**src/rtl/crrs_pkg.sv**
```systemverilog
// shared constants and types for the return, rotate and subtract core
package crrs_pkg;
	// ----------------------------------------------------------------
	// widths and field positions
	// ----------------------------------------------------------------
	localparam int DATA_W = 8;
	localparam int NIB_W = 4;
	localparam int MSB = DATA_W - 1;
	localparam int LSB = 0;
	localparam int PC_W_DEF = 11;
	localparam int FADDR_W = 8;

	// ----------------------------------------------------------------
	// reset values and destination codes
	// ----------------------------------------------------------------
	localparam logic [DATA_W-1:0] ACC_RST = 8'h00;
	localparam logic [DATA_W-1:0] ZERO_BYTE = 8'h00;
	localparam logic DEST_ACC = 1'b0;
	localparam logic DEST_FILE = 1'b1;
	localparam logic GIE_ON = 1'b1;
	localparam logic PD_ASLEEP = 1'b1;

	// ----------------------------------------------------------------
	// operations and core states
	// ----------------------------------------------------------------
	typedef enum logic [2:0] {
		OP_NONE,
		OP_RETURN_FROM_INTERRUPT,
		OP_RETURN_WITH_LITERAL,
		OP_RETURN,
		OP_ROTATE_LEFT_THROUGH_CARRY,
		OP_ROTATE_RIGHT_THROUGH_CARRY,
		OP_SLEEP,
		OP_LITERAL_MINUS_ACCUMULATOR
	} crrs_op_e;

	typedef enum logic [1:0] {
		ST_RUN,
		ST_RET,
		ST_SLEEP
	} crrs_state_e;
endpackage

```
**src/rtl/crrs_alu_if.sv**
```systemverilog
// datapath signals between the core sequencer and its arithmetic unit
`timescale 1ns/1ps
interface crrs_alu_if;
	crrs_pkg::crrs_op_e op;
	logic [crrs_pkg::DATA_W-1:0] operand;
	logic [crrs_pkg::DATA_W-1:0] literal;
	logic [crrs_pkg::DATA_W-1:0] acc;
	logic carry_in;
	logic [crrs_pkg::DATA_W-1:0] result;
	logic carry_out;
	logic dc_out;
	logic zero_out;

	modport core (output op, operand, literal, acc, carry_in,
		input result, carry_out, dc_out, zero_out);
	modport alu (input op, operand, literal, acc, carry_in,
		output result, carry_out, dc_out, zero_out);
endinterface // crrs_alu_if

```
**src/rtl/crrs_alu.sv**
```systemverilog
// rotate-through-carry and literal-minus-accumulator arithmetic
`timescale 1ns/1ps
module crrs_alu (
	crrs_alu_if.alu io
);
	localparam int M = crrs_pkg::MSB;
	localparam int N = crrs_pkg::NIB_W;

	// ----------------------------------------------------------------
	// candidate results
	// ----------------------------------------------------------------
	wire [M:0] rol_res = {io.operand[M-1:0], io.carry_in};
	wire [M:0] ror_res = {io.carry_in, io.operand[M:1]};
	wire [M:0] sub_res = io.literal - io.acc;
	// carry is "no borrow"; digit carry likewise on the low nibble
	wire sub_c = io.literal >= io.acc;
	wire sub_dc = io.literal[N-1:0] >= io.acc[N-1:0];

	wire is_rol = io.op == crrs_pkg::OP_ROTATE_LEFT_THROUGH_CARRY;
	wire is_ror = io.op == crrs_pkg::OP_ROTATE_RIGHT_THROUGH_CARRY;

	// ----------------------------------------------------------------
	// selection
	// ----------------------------------------------------------------
	assign io.result = is_rol ? rol_res : (is_ror ? ror_res : sub_res);
	assign io.carry_out = is_rol ? io.operand[M] :
		(is_ror ? io.operand[crrs_pkg::LSB] : sub_c);
	assign io.dc_out = sub_dc;
	assign io.zero_out = io.result == crrs_pkg::ZERO_BYTE;
endmodule // crrs_alu

```
**src/rtl/crrs_core.sv**
```systemverilog
// sequencer for returns, rotates, sleep and literal subtraction
`timescale 1ns/1ps
// Functional notes
// - interrupt return loads pc from stack, pops, sets interrupt enable; two cycles.
// - literal return writes literal to accumulator, loads pc, pops; two cycles.
// - plain return loads pc from stack and pops; no flags, two cycles.
// - rotate left: bit n to n+1, old carry to bit 0, carry from bit 7.
// - destination bit 0 writes accumulator, 1 writes the addressed file register.
// - rotate right: bit n to n-1, old carry to bit 7, carry from bit 0.
// - sleep stops the oscillator and updates only the power-down flag.
// - during sleep an external interrupt restarts execution.
// - literal minus accumulator into accumulator, updating carry, digit carry, zero.
module crrs_core #(
	parameter int PC_W = crrs_pkg::PC_W_DEF
) (
	// clock and reset
	input wire logic sys_clk,
	input wire logic rst_n,
	// instruction issue
	input wire logic op_valid,
	input wire crrs_pkg::crrs_op_e op_code,
	input wire logic [crrs_pkg::DATA_W-1:0] op_literal,
	input wire logic [crrs_pkg::FADDR_W-1:0] op_file_addr,
	input wire logic op_dest,
	input wire logic [crrs_pkg::DATA_W-1:0] file_rdata,
	// return stack
	input wire logic [PC_W-1:0] stack_top,
	output logic stack_pop_q,
	// wake source
	input wire logic ext_irq,
	// architectural state
	output logic [PC_W-1:0] pc_q,
	output logic [crrs_pkg::DATA_W-1:0] acc_q,
	output logic carry_q,
	output logic digit_carry_flag_q,
	output logic zero_q,
	output logic global_interrupt_enable_q,
	output logic power_down_flag_q,
	// file register write port
	output logic file_we_q,
	output logic [crrs_pkg::FADDR_W-1:0] file_addr_q,
	output logic [crrs_pkg::DATA_W-1:0] file_wdata_q,
	// status
	output logic osc_run_q,
	output logic busy_q
);
	crrs_pkg::crrs_state_e state_q, state_d;
	crrs_pkg::crrs_op_e ret_op_q;
	crrs_alu_if alu_bus ();

	// ----------------------------------------------------------------
	// decode
	// ----------------------------------------------------------------
	function automatic logic is_return(input crrs_pkg::crrs_op_e op);
		is_return = op == crrs_pkg::OP_RETURN_FROM_INTERRUPT ||
			op == crrs_pkg::OP_RETURN_WITH_LITERAL ||
			op == crrs_pkg::OP_RETURN;
	endfunction

	function automatic logic is_rotate(input crrs_pkg::crrs_op_e op);
		is_rotate = op == crrs_pkg::OP_ROTATE_LEFT_THROUGH_CARRY ||
			op == crrs_pkg::OP_ROTATE_RIGHT_THROUGH_CARRY;
	endfunction

	// instructions are only taken while running; busy cycles drop them
	wire accept = op_valid && state_q == crrs_pkg::ST_RUN;
	wire acc_ret = accept && is_return(op_code);
	wire acc_rot = accept && is_rotate(op_code);
	wire acc_sub = accept &&
		op_code == crrs_pkg::OP_LITERAL_MINUS_ACCUMULATOR;
	wire acc_lit = accept && op_code == crrs_pkg::OP_RETURN_WITH_LITERAL;
	wire acc_sleep = accept && op_code == crrs_pkg::OP_SLEEP;
	wire rot_to_acc = acc_rot && op_dest == crrs_pkg::DEST_ACC;
	wire rot_to_file = acc_rot && op_dest == crrs_pkg::DEST_FILE;
	wire in_ret = state_q == crrs_pkg::ST_RET;
	wire wake = state_q == crrs_pkg::ST_SLEEP && ext_irq;

	// ----------------------------------------------------------------
	// arithmetic
	// ----------------------------------------------------------------
	assign alu_bus.op = op_code;
	assign alu_bus.operand = file_rdata;
	assign alu_bus.literal = op_literal;
	assign alu_bus.acc = acc_q;
	assign alu_bus.carry_in = carry_q;

	crrs_alu u_alu (
		.io(alu_bus)
	);

	wire acc_load = rot_to_acc || acc_sub || acc_lit;
	wire [crrs_pkg::DATA_W-1:0] acc_d = acc_lit ? op_literal :
		alu_bus.result;
	wire flags_load = acc_rot || acc_sub;

	// ----------------------------------------------------------------
	// state machine
	// ----------------------------------------------------------------
	always_comb begin
		state_d = state_q;
		case (state_q)
		crrs_pkg::ST_RUN: begin
			if (acc_ret)
				state_d = crrs_pkg::ST_RET;
			else if (acc_sleep)
				state_d = crrs_pkg::ST_SLEEP;
		end
		crrs_pkg::ST_RET: state_d = crrs_pkg::ST_RUN;
		crrs_pkg::ST_SLEEP: begin
			if (wake)
				state_d = crrs_pkg::ST_RUN;
		end
		default: state_d = crrs_pkg::ST_RUN;
		endcase
	end

	always_ff @(posedge sys_clk or negedge rst_n) begin
		if (!rst_n) begin
			state_q <= crrs_pkg::ST_RUN;
			ret_op_q <= crrs_pkg::OP_NONE;
			busy_q <= 1'b0;
		end else begin
			state_q <= state_d;
			busy_q <= state_d != crrs_pkg::ST_RUN;
			if (acc_ret)
				ret_op_q <= op_code;
		end
	end

	// ----------------------------------------------------------------
	// return: second cycle loads pc and pops
	// ----------------------------------------------------------------
	always_ff @(posedge sys_clk or negedge rst_n) begin
		if (!rst_n) begin
			pc_q <= '0;
			stack_pop_q <= 1'b0;
			global_interrupt_enable_q <= 1'b0;
		end else begin
			stack_pop_q <= in_ret;
			if (in_ret)
				pc_q <= stack_top;
			if (in_ret && ret_op_q == crrs_pkg::OP_RETURN_FROM_INTERRUPT)
				global_interrupt_enable_q <= crrs_pkg::GIE_ON;
		end
	end

	// ----------------------------------------------------------------
	// accumulator, flags and file write
	// ----------------------------------------------------------------
	// flags only move on rotate and subtract, so returns keep them
	always_ff @(posedge sys_clk or negedge rst_n) begin
		if (!rst_n) begin
			acc_q <= crrs_pkg::ACC_RST;
			carry_q <= 1'b0;
			zero_q <= 1'b0;
			digit_carry_flag_q <= 1'b0;
		end else begin
			if (acc_load)
				acc_q <= acc_d;
			if (flags_load) begin
				carry_q <= alu_bus.carry_out;
				zero_q <= alu_bus.zero_out;
			end
			if (acc_sub)
				digit_carry_flag_q <= alu_bus.dc_out;
		end
	end

	always_ff @(posedge sys_clk or negedge rst_n) begin
		if (!rst_n) begin
			file_we_q <= 1'b0;
			file_addr_q <= '0;
			file_wdata_q <= crrs_pkg::ZERO_BYTE;
		end else begin
			file_we_q <= rot_to_file;
			if (rot_to_file) begin
				file_addr_q <= op_file_addr;
				file_wdata_q <= alu_bus.result;
			end
		end
	end

	// ----------------------------------------------------------------
	// sleep and wake
	// ----------------------------------------------------------------
	// the flag stays set after wake so software can see it slept
	always_ff @(posedge sys_clk or negedge rst_n) begin
		if (!rst_n) begin
			osc_run_q <= 1'b1;
			power_down_flag_q <= 1'b0;
		end else begin
			if (acc_sleep) begin
				osc_run_q <= 1'b0;
				power_down_flag_q <= crrs_pkg::PD_ASLEEP;
			end else if (wake)
				osc_run_q <= 1'b1;
		end
	end
endmodule // crrs_core

```
**config.mk**
```make
export PLATFORM = sky130hd
export DESIGN_NAME = crrs_core
export DESIGN_NICKNAME = d
export VERILOG_FILES = /design/src/rtl/crrs_pkg.sv /design/src/rtl/crrs_alu_if.sv /design/src/rtl/crrs_alu.sv /design/src/rtl/crrs_core.sv
export SDC_FILE = /design/constraint.sdc
export NUM_CORES = 1
export LEC_CHECK = 0
export ABC_CLOCK_PERIOD_IN_PS = 1950
export BUFFER_PORTS_ARGS = -buffer_cell sky130_fd_sc_hd__clkbuf_2
export CAP_MARGIN = 20
export CORE_ASPECT_RATIO = 1.5
export CORE_MARGIN = 2
export CORE_UTILIZATION = 45
export DETAILED_ROUTE_END_ITERATION = 12
export PLACE_DENSITY_LB_ADDON = 0.1
export SYNTH_ARGS = -nofsm -noshare
export SYNTH_HDL_FRONTEND = slang
export SYNTH_SLANG_ARGS = --single-unit
```
**constraint.sdc**
```tcl
create_clock -name sys_clk -period 1.95 [get_ports sys_clk]
set_input_delay 0.39 -clock sys_clk [delete_from_list [all_inputs] [get_ports sys_clk]]
set_output_delay 0.39 -clock sys_clk [all_outputs]
set_load 0.01 [all_outputs]
```
==> impl_metrics.tcl, run 1 <==
set metrics [dict create \
    outcome "complete, but fails checks" \
    syn_inst 257 \
    syn_nets 309 \
    cts_buffers 5 \
    grt_pass1_wl_mm 10.1 \
    violations "setup timing" \
    gp_congestion 0.945 \
    fin_nets 440 \
    max_freq_mhz 481 \
    path_cells "ha_2 > inv_2 > fa_2 > a211oi_2 > o31ai_1 > xor2_1 > a21oi_2 > o21ai_1 > mux2_2" \
    die_h_microns 95.5 \
    crit_type "reg2reg" \
    cts_tree "done" \
    required_ps 2150 \
    hpwl_mm 5.24 \
    ys.flop_type "dfrtp_1" \
    layout_setup_ws_ps -129 \
    nFillCells 486 \
    syn-cell-area_sq_um 2510 \
    hold_viol 0 \
    grt.total_usage_pct 21.4 \
    cp_max_fo 2 \
    die_x_microns 65.0 \
    drive_gt1_share_pct 45.8 \
    min_period_ps 2080 \
    final_max_slew_viol_count 0 \
    synth_top_cells_by_count "53 x nand2_1, 48 x dfrtp_1, 18 x o21ai_0" \
    slowest_stage "dfrtp_1" \
    max-clock-path-buffers 2 \
    viasPerCell 4.99 \
    rsz0062_at_grt "true" \
    maxCapViolCount 0 \
    syn_avg_cell_area_sq_um 9.78 \
    dr.first_iter.drc_count 123 \
    synthTopCellsByArea "dfrtp_1 48%, nand2_1 7.9%, mux2_2 7.6%" \
    ys_ff_latch 49 \
    synth_top_area_share_pct 47.8 \
    setup_viol 5 \
    area_growth_pct 40.5 \
    arrival_ps 2280 \
    path_delay_family "compound AO/OA/AOI/OAI gates" \
    post-route-period-util_pct 107 \
    cts_sinks 49 \
    synth.distinct_cells 42 \
    skew_ps 7.96 \
    antenna_found_initial 0 \
    drt-total-wl_mm 6.44 \
    root_buffer "clkbuf_8" \
    tightest_slew_ps 446 \
    max_stage_delay_ps 380 \
    design_area_sq_um 3530 \
    rows 33 \
    htreeDepth 2 \
    ys_seq_area_share_pct 48.9 \
    grt_max_degree 23 \
    yosysTopAreaCell "dfrtp_1" \
    ys_async_sr_fraction_pct 100 \
    clock_latency_ps 310 \
    ys_warn_count 0 \
    vias 2290 \
    postRouteAntennaNets 0 \
    vdd_drop_max_mv 0.714 \
    start_util_pct 46.4 \
    ios 87 \
    powerDensity_nw_per_um2 1300 \
    p_leak_nw 1.83 \
    worst_setup_path_start_kind "register" \
    min_path_type "in2async" \
    wl_per_cell_microns 14.0 \
    fp.dieArea_sq_um 6210 \
    synth_most_common_cell "nand2_1" \
    grt_pass1_vias 2204 \
    final_util_pct 65.3 \
    clk_pin_slew_ps 90 \
    critPathBufInv 1 \
    core_area_sq_um 5410 \
    port_buffers 86 \
    place_area_sq_um 3310 \
    firstDrtPassIters 4 \
    drc 0 \
    grt.overflow.total 0 \
    cp-end-kind "register" \
    synth_edf_count 0 \
    relSlewSlack_pct 70.1 \
    antenna_cells 0 \
]
==> sequential cells by signal (all words and copies together) (netlist names) <==
signal,cells
stack_pop_q,1
osc_run_q,1
global_interrupt_enable_q,1
busy_q,1
pc_q,11
file_addr_q,8
digit_carry_flag_q,1
carry_q,1
file_we_q,1
power_down_flag_q,1
zero_q,1
file_wdata_q,8
acc_q,8
ret_op_q,3
state_q,2
==> layer usage <==
metal | GRT usage, % | vias up | routed length, microns
li1 | - | 1142 | -
met1 | 24.2 | 1075 | 2490
met2 | 40.0 | 64 | 3540
met3 | 3.19 | 9 | 295
met4 | 8.33 | 0 | 121
met5 | 0 | - | 0
==> worst reg2reg max path: cells and delay by family, from the launching register on <==
kind                       cells  cell delay (ps)
muxes                          1              260
buffers and inverters          1               40
adders and majority gates      2              530
xor gates and xnor gates       1              170
AOI/OAI and AO/OA              4              600
DFF                            1              380
==> path summary, 6_finish.rpt <==
path | from | endpoint | slack, ps | cells after the start
min in group sys_clk | op_file_addr[3] | file_addr_q[3] | 270 | 3
max in group asynchronous | rst_n | acc_q[4] | 1300 | 2
max | acc_q[0] | acc_q[6] | -130 | 9
max reg2reg | acc_q[0] | acc_q[6] | -130 | 9
min | rst_n | busy_q | 10 | 1
min reg2reg | global_interrupt_enable_q | global_interrupt_enable_q | 480 | 1
==> layout make-up <==
cell class,instances,area (sq um),share of cell area [%]
Sequential cell,49,1230,34.8
Multi-Input combinational cell,185,1260,35.7
Timing Repair Buffer,133,783,22.2
Inverter,14,52.6,1.49
Tap cell,70,87.6,2.48
Clock inverter,2,37.5,1.06
Clock buffer,6,82.6,2.34
==> stage by stage <==
stage	instances	setup WS, ps	hold slack [ps]	total power [mW]	TNS, ps
floorplan	257	-155	94.4	2.58	-155
global placement	447	-316	350	3.62	-2110
detailed placement	447	-399	348	3.66	-2420
CTS	457	-167	22.1	4.54	-645
global route	459	-224	37.4	4.96	-1230
finish	459	-129	10.6	4.61	-421
==> report_power, final <==
group          internal (mW)  switching [mW]  total (mW)
registers               1.32           0.168        1.49
clock network          0.417           0.340       0.757
logic                   1.22            1.14        2.36
==> kinds of logic (layout without fill, tap and decap cells) <==
group / Yosys count / after routing / synth area share (%)
DFF: 49 / 49 / 48.9
buffers and inverters: 23 / 155 / 4.03
AOI/OAI and AO/OA: 46 / 46 / 10.8
adders and majority gates: 9 / 9 / 4.78
muxes: 28 / 28 / 12.0
xor gates and xnor gates: 4 / 4 / 1.39
and+or+nand+nor: 98 / 98 / 18.2
==> layout by cell type (no fill, tap or decap), drive strengths merged, types with 3 or more instances in the layout <==
| master | n |
|---|---|
| ha | 8 |
| nand2 | 53 |
| nand3 | 5 |
| o21ai | 19 |
| and2 | 3 |
| dfrtp | 48 |
| mux2 | 17 |
| clkbuf | 92 |
| a211oi | 3 |
| xor2 | 3 |
| nor2b | 5 |
| a21oi | 14 |
| buf | 47 |
| nand2b | 6 |
| nand4 | 4 |
| mux2i | 11 |
| inv | 14 |
| nor2 | 15 |
==> repair_timing <==
action / 4_1_cts / 5_1_grt
pin swaps: 7 / 9
setup endpoints to repair: 8 / 11
hold buffers: 0 / 0
buffers inserted: 2 / 2
gates resized for setup: 13 / 12
hold endpoints to repair: 0 / 0
No activity file was read; power rests on OpenSTA's default activity.
==> run 2, diff against run 1 <==
--- a/config.mk
+++ b/config.mk
@@ -8,9 +8,11 @@
 export ABC_CLOCK_PERIOD_IN_PS = 1950
 export BUFFER_PORTS_ARGS = -buffer_cell sky130_fd_sc_hd__clkbuf_2
 export CAP_MARGIN = 20
+export CELL_PAD_IN_SITES_DETAIL_PLACEMENT = 0
+export CELL_PAD_IN_SITES_GLOBAL_PLACEMENT = 1
 export CORE_ASPECT_RATIO = 1.5
 export CORE_MARGIN = 2
-export CORE_UTILIZATION = 45
+export CORE_UTILIZATION = 33
 export DETAILED_ROUTE_END_ITERATION = 12
 export PLACE_DENSITY_LB_ADDON = 0.1
 export SYNTH_ARGS = -nofsm -noshare
==> impl_metrics.tcl, run 2 (synthesized netlist as in run 1, its figures left out) <==
set metrics [dict create \
    skew_ps 7.07 \
    p_clk_share_pct 20.6 \
    port_buffers 86 \
    wl_per_cell_microns 14.0 \
    pwr-share-comb_pct 48.9 \
    slowest_stage "fa_2" \
    hold_viol 0 \
    min_path_type "in2async" \
    power_mw 4.90 \
    relSlewSlack_pct 73.7 \
    power.switching_mw 1.71 \
    cp.depth 9 \
    post-place-ws_ps -402 \
    top_register "pc_q" \
    ios 87 \
    register_area_sq_um 1230 \
    final_cell_mix "86 x clkbuf_2, 53 x nand2_1, 51 x buf_4" \
    grt_pass1_vias 2225 \
    final_util_pct 48.9 \
    grt.overflow.total 0 \
    grt_max_degree 50 \
    grtUsageMet1_pct 19.7 \
    tightest_slew_ps 389 \
    path_delay_family "compound AO/OA/AOI/OAI gates" \
    grt.total_usage_pct 17.4 \
    drt-total-wl_mm 6.96 \
    final_max_slew_viol_count 0 \
    max_freq_mhz 479 \
    hpwl_mm 5.53 \
    post-route-period-util_pct 107 \
    firstDrtPassIters 4 \
    viasPerCell 4.62 \
    clock_latency_ps 290 \
    worst_setup_path_start_kind "register" \
    layout_setup_ws_ps -139 \
    use_met2_pct 30.4 \
    die_x_microns 75.2 \
    seq_power_share_pct 30.4 \
    rr_worst_depth 9 \
    dr.first_iter.drc_count 91 \
    min_period_ps 2090 \
    multi_input_area_sq_um 1260 \
    crit_type "reg2reg" \
    gp_congestion 0.961 \
    holdBufCountCts 0 \
    cts_tree "done" \
    fin_nets 445 \
    root_buffer "clkbuf_16" \
    powerDensity_nw_per_um2 1330 \
    grtUsageMet3_pct 3.00 \
    final_common_cell "clkbuf_2" \
    cp_max_fo 2 \
    vias 2291 \
    cts_buffers 5 \
    p_int_mw 3.19 \
    outcome "complete, but fails checks" \
    required_ps 2130 \
    largest_reg_flops 11 \
    tns_ps -562 \
    grt_pass1_wl_mm 10.9 \
    maxCapViolCount 0 \
    start_util_pct 33.4 \
    rsz0062_at_grt "true" \
    setup_viol 5 \
    drc 0 \
    die_h_microns 111 \
    switching_share_pct 34.9 \
    core_area_sq_um 7510 \
    violations "setup timing" \
    area_growth_pct 46.1 \
    cts_sinks 49 \
    path_cells "ha_1 > inv_1 > fa_2 > a211oi_4 > o31ai_2 > xor2_1 > a21oi_1 > o21ai_0 > mux2_2" \
    rows 39 \
    antenna_cells 0 \
    dpl.cell_count 486 \
    postRouteAntennaNets 0 \
    clk_pin_slew_ps 70 \
    stdcell_count 496 \
    htreeDepth 2 \
    vdd_drop_max_mv 0.676 \
    antenna_found_initial 0 \
    busiest_layer "met2" \
    cp-end-kind "register" \
    nFillCells 781 \
    fp.dieArea_sq_um 8340 \
    max_stage_delay_ps 370 \
    max-clock-path-buffers 2 \
    critPathBufInv 1 \
    drive_gt1_share_pct 45.4 \
    p_leak_nw 1.88 \
    arrival_ps 2270 \
]
[run 2: changes by cell type in the layout (fill, tap and decap cells not counted), moves of 2 or more]
cell / delta
o21ai_1: +2
clkbuf_16: +5
o21ai_2: -3
buf_4: +4
clkbuf_8: -5
[run 2: area by class of cell]
cell class | instances | area share, %
Clock buffer | 7 | 3.89
Inverter | 14 | 1.43
Sequential cell | 49 | 33.4
Tap cell | 102 | 3.48
Clock inverter | 1 | 0.818
Timing Repair Buffer | 138 | 22.7
Multi-Input combinational cell | 185 | 34.3
[run 2: final timing paths]
check	from	endpoint	slack, ps
min in group sys_clk	op_file_addr[4]	file_addr_q[4]	290
max in group asynchronous	rst_n	osc_run_q	1600
hold reg to reg	global_interrupt_enable_q	global_interrupt_enable_q	470
hold / removal	rst_n	digit_carry_flag_q	80
setup reg to reg	acc_q[0]	acc_q[6]	-140
setup / recovery	acc_q[0]	acc_q[6]	-140
[run 2: what timing repair did]
| action | CTS | global route |
|---|---|---|
| endpoints found under the hold margin | 0 | 0 |
| endpoints found under the setup margin | 9 | 11 |
| buffers inserted | 1 | 1 |
| gates resized for setup | 11 | 11 |
| pin swaps | 5 | 1 |
| gates cloned | 0 | 0 |
[run 2: per-stage QoR]
stage / area [sq um] / hold WS, ps
after floorplan: 2520 / 94.4
after global placement: 3420 / 406
after detailed placement: 3420 / 406
after CTS: 3630 / 103
after global routing: 3670 / 106
final: 3670 / 80.6
[run 2: power groups by stage]
stage / Sequential [mW] / Combinational [mW] / Clock, mW
after global placement: 1.50 / 2.21 / 0
after CTS: 1.49 / 2.32 / 1.04
after floorplan: 1.64 / 0.936 / 0
after global routing: 1.53 / 2.64 / 1.08
final: 1.49 / 2.40 / 1.01
after detailed placement: 1.51 / 2.22 / 0
[run 2: layer usage]
metal	share of wire, %	routed length, microns	up-vias
li1	-	-	1147
met1	40	2760	1071
met2	53	3700	60
met3	3.8	261	13
met4	3.3	231	0
met5	0	0	-
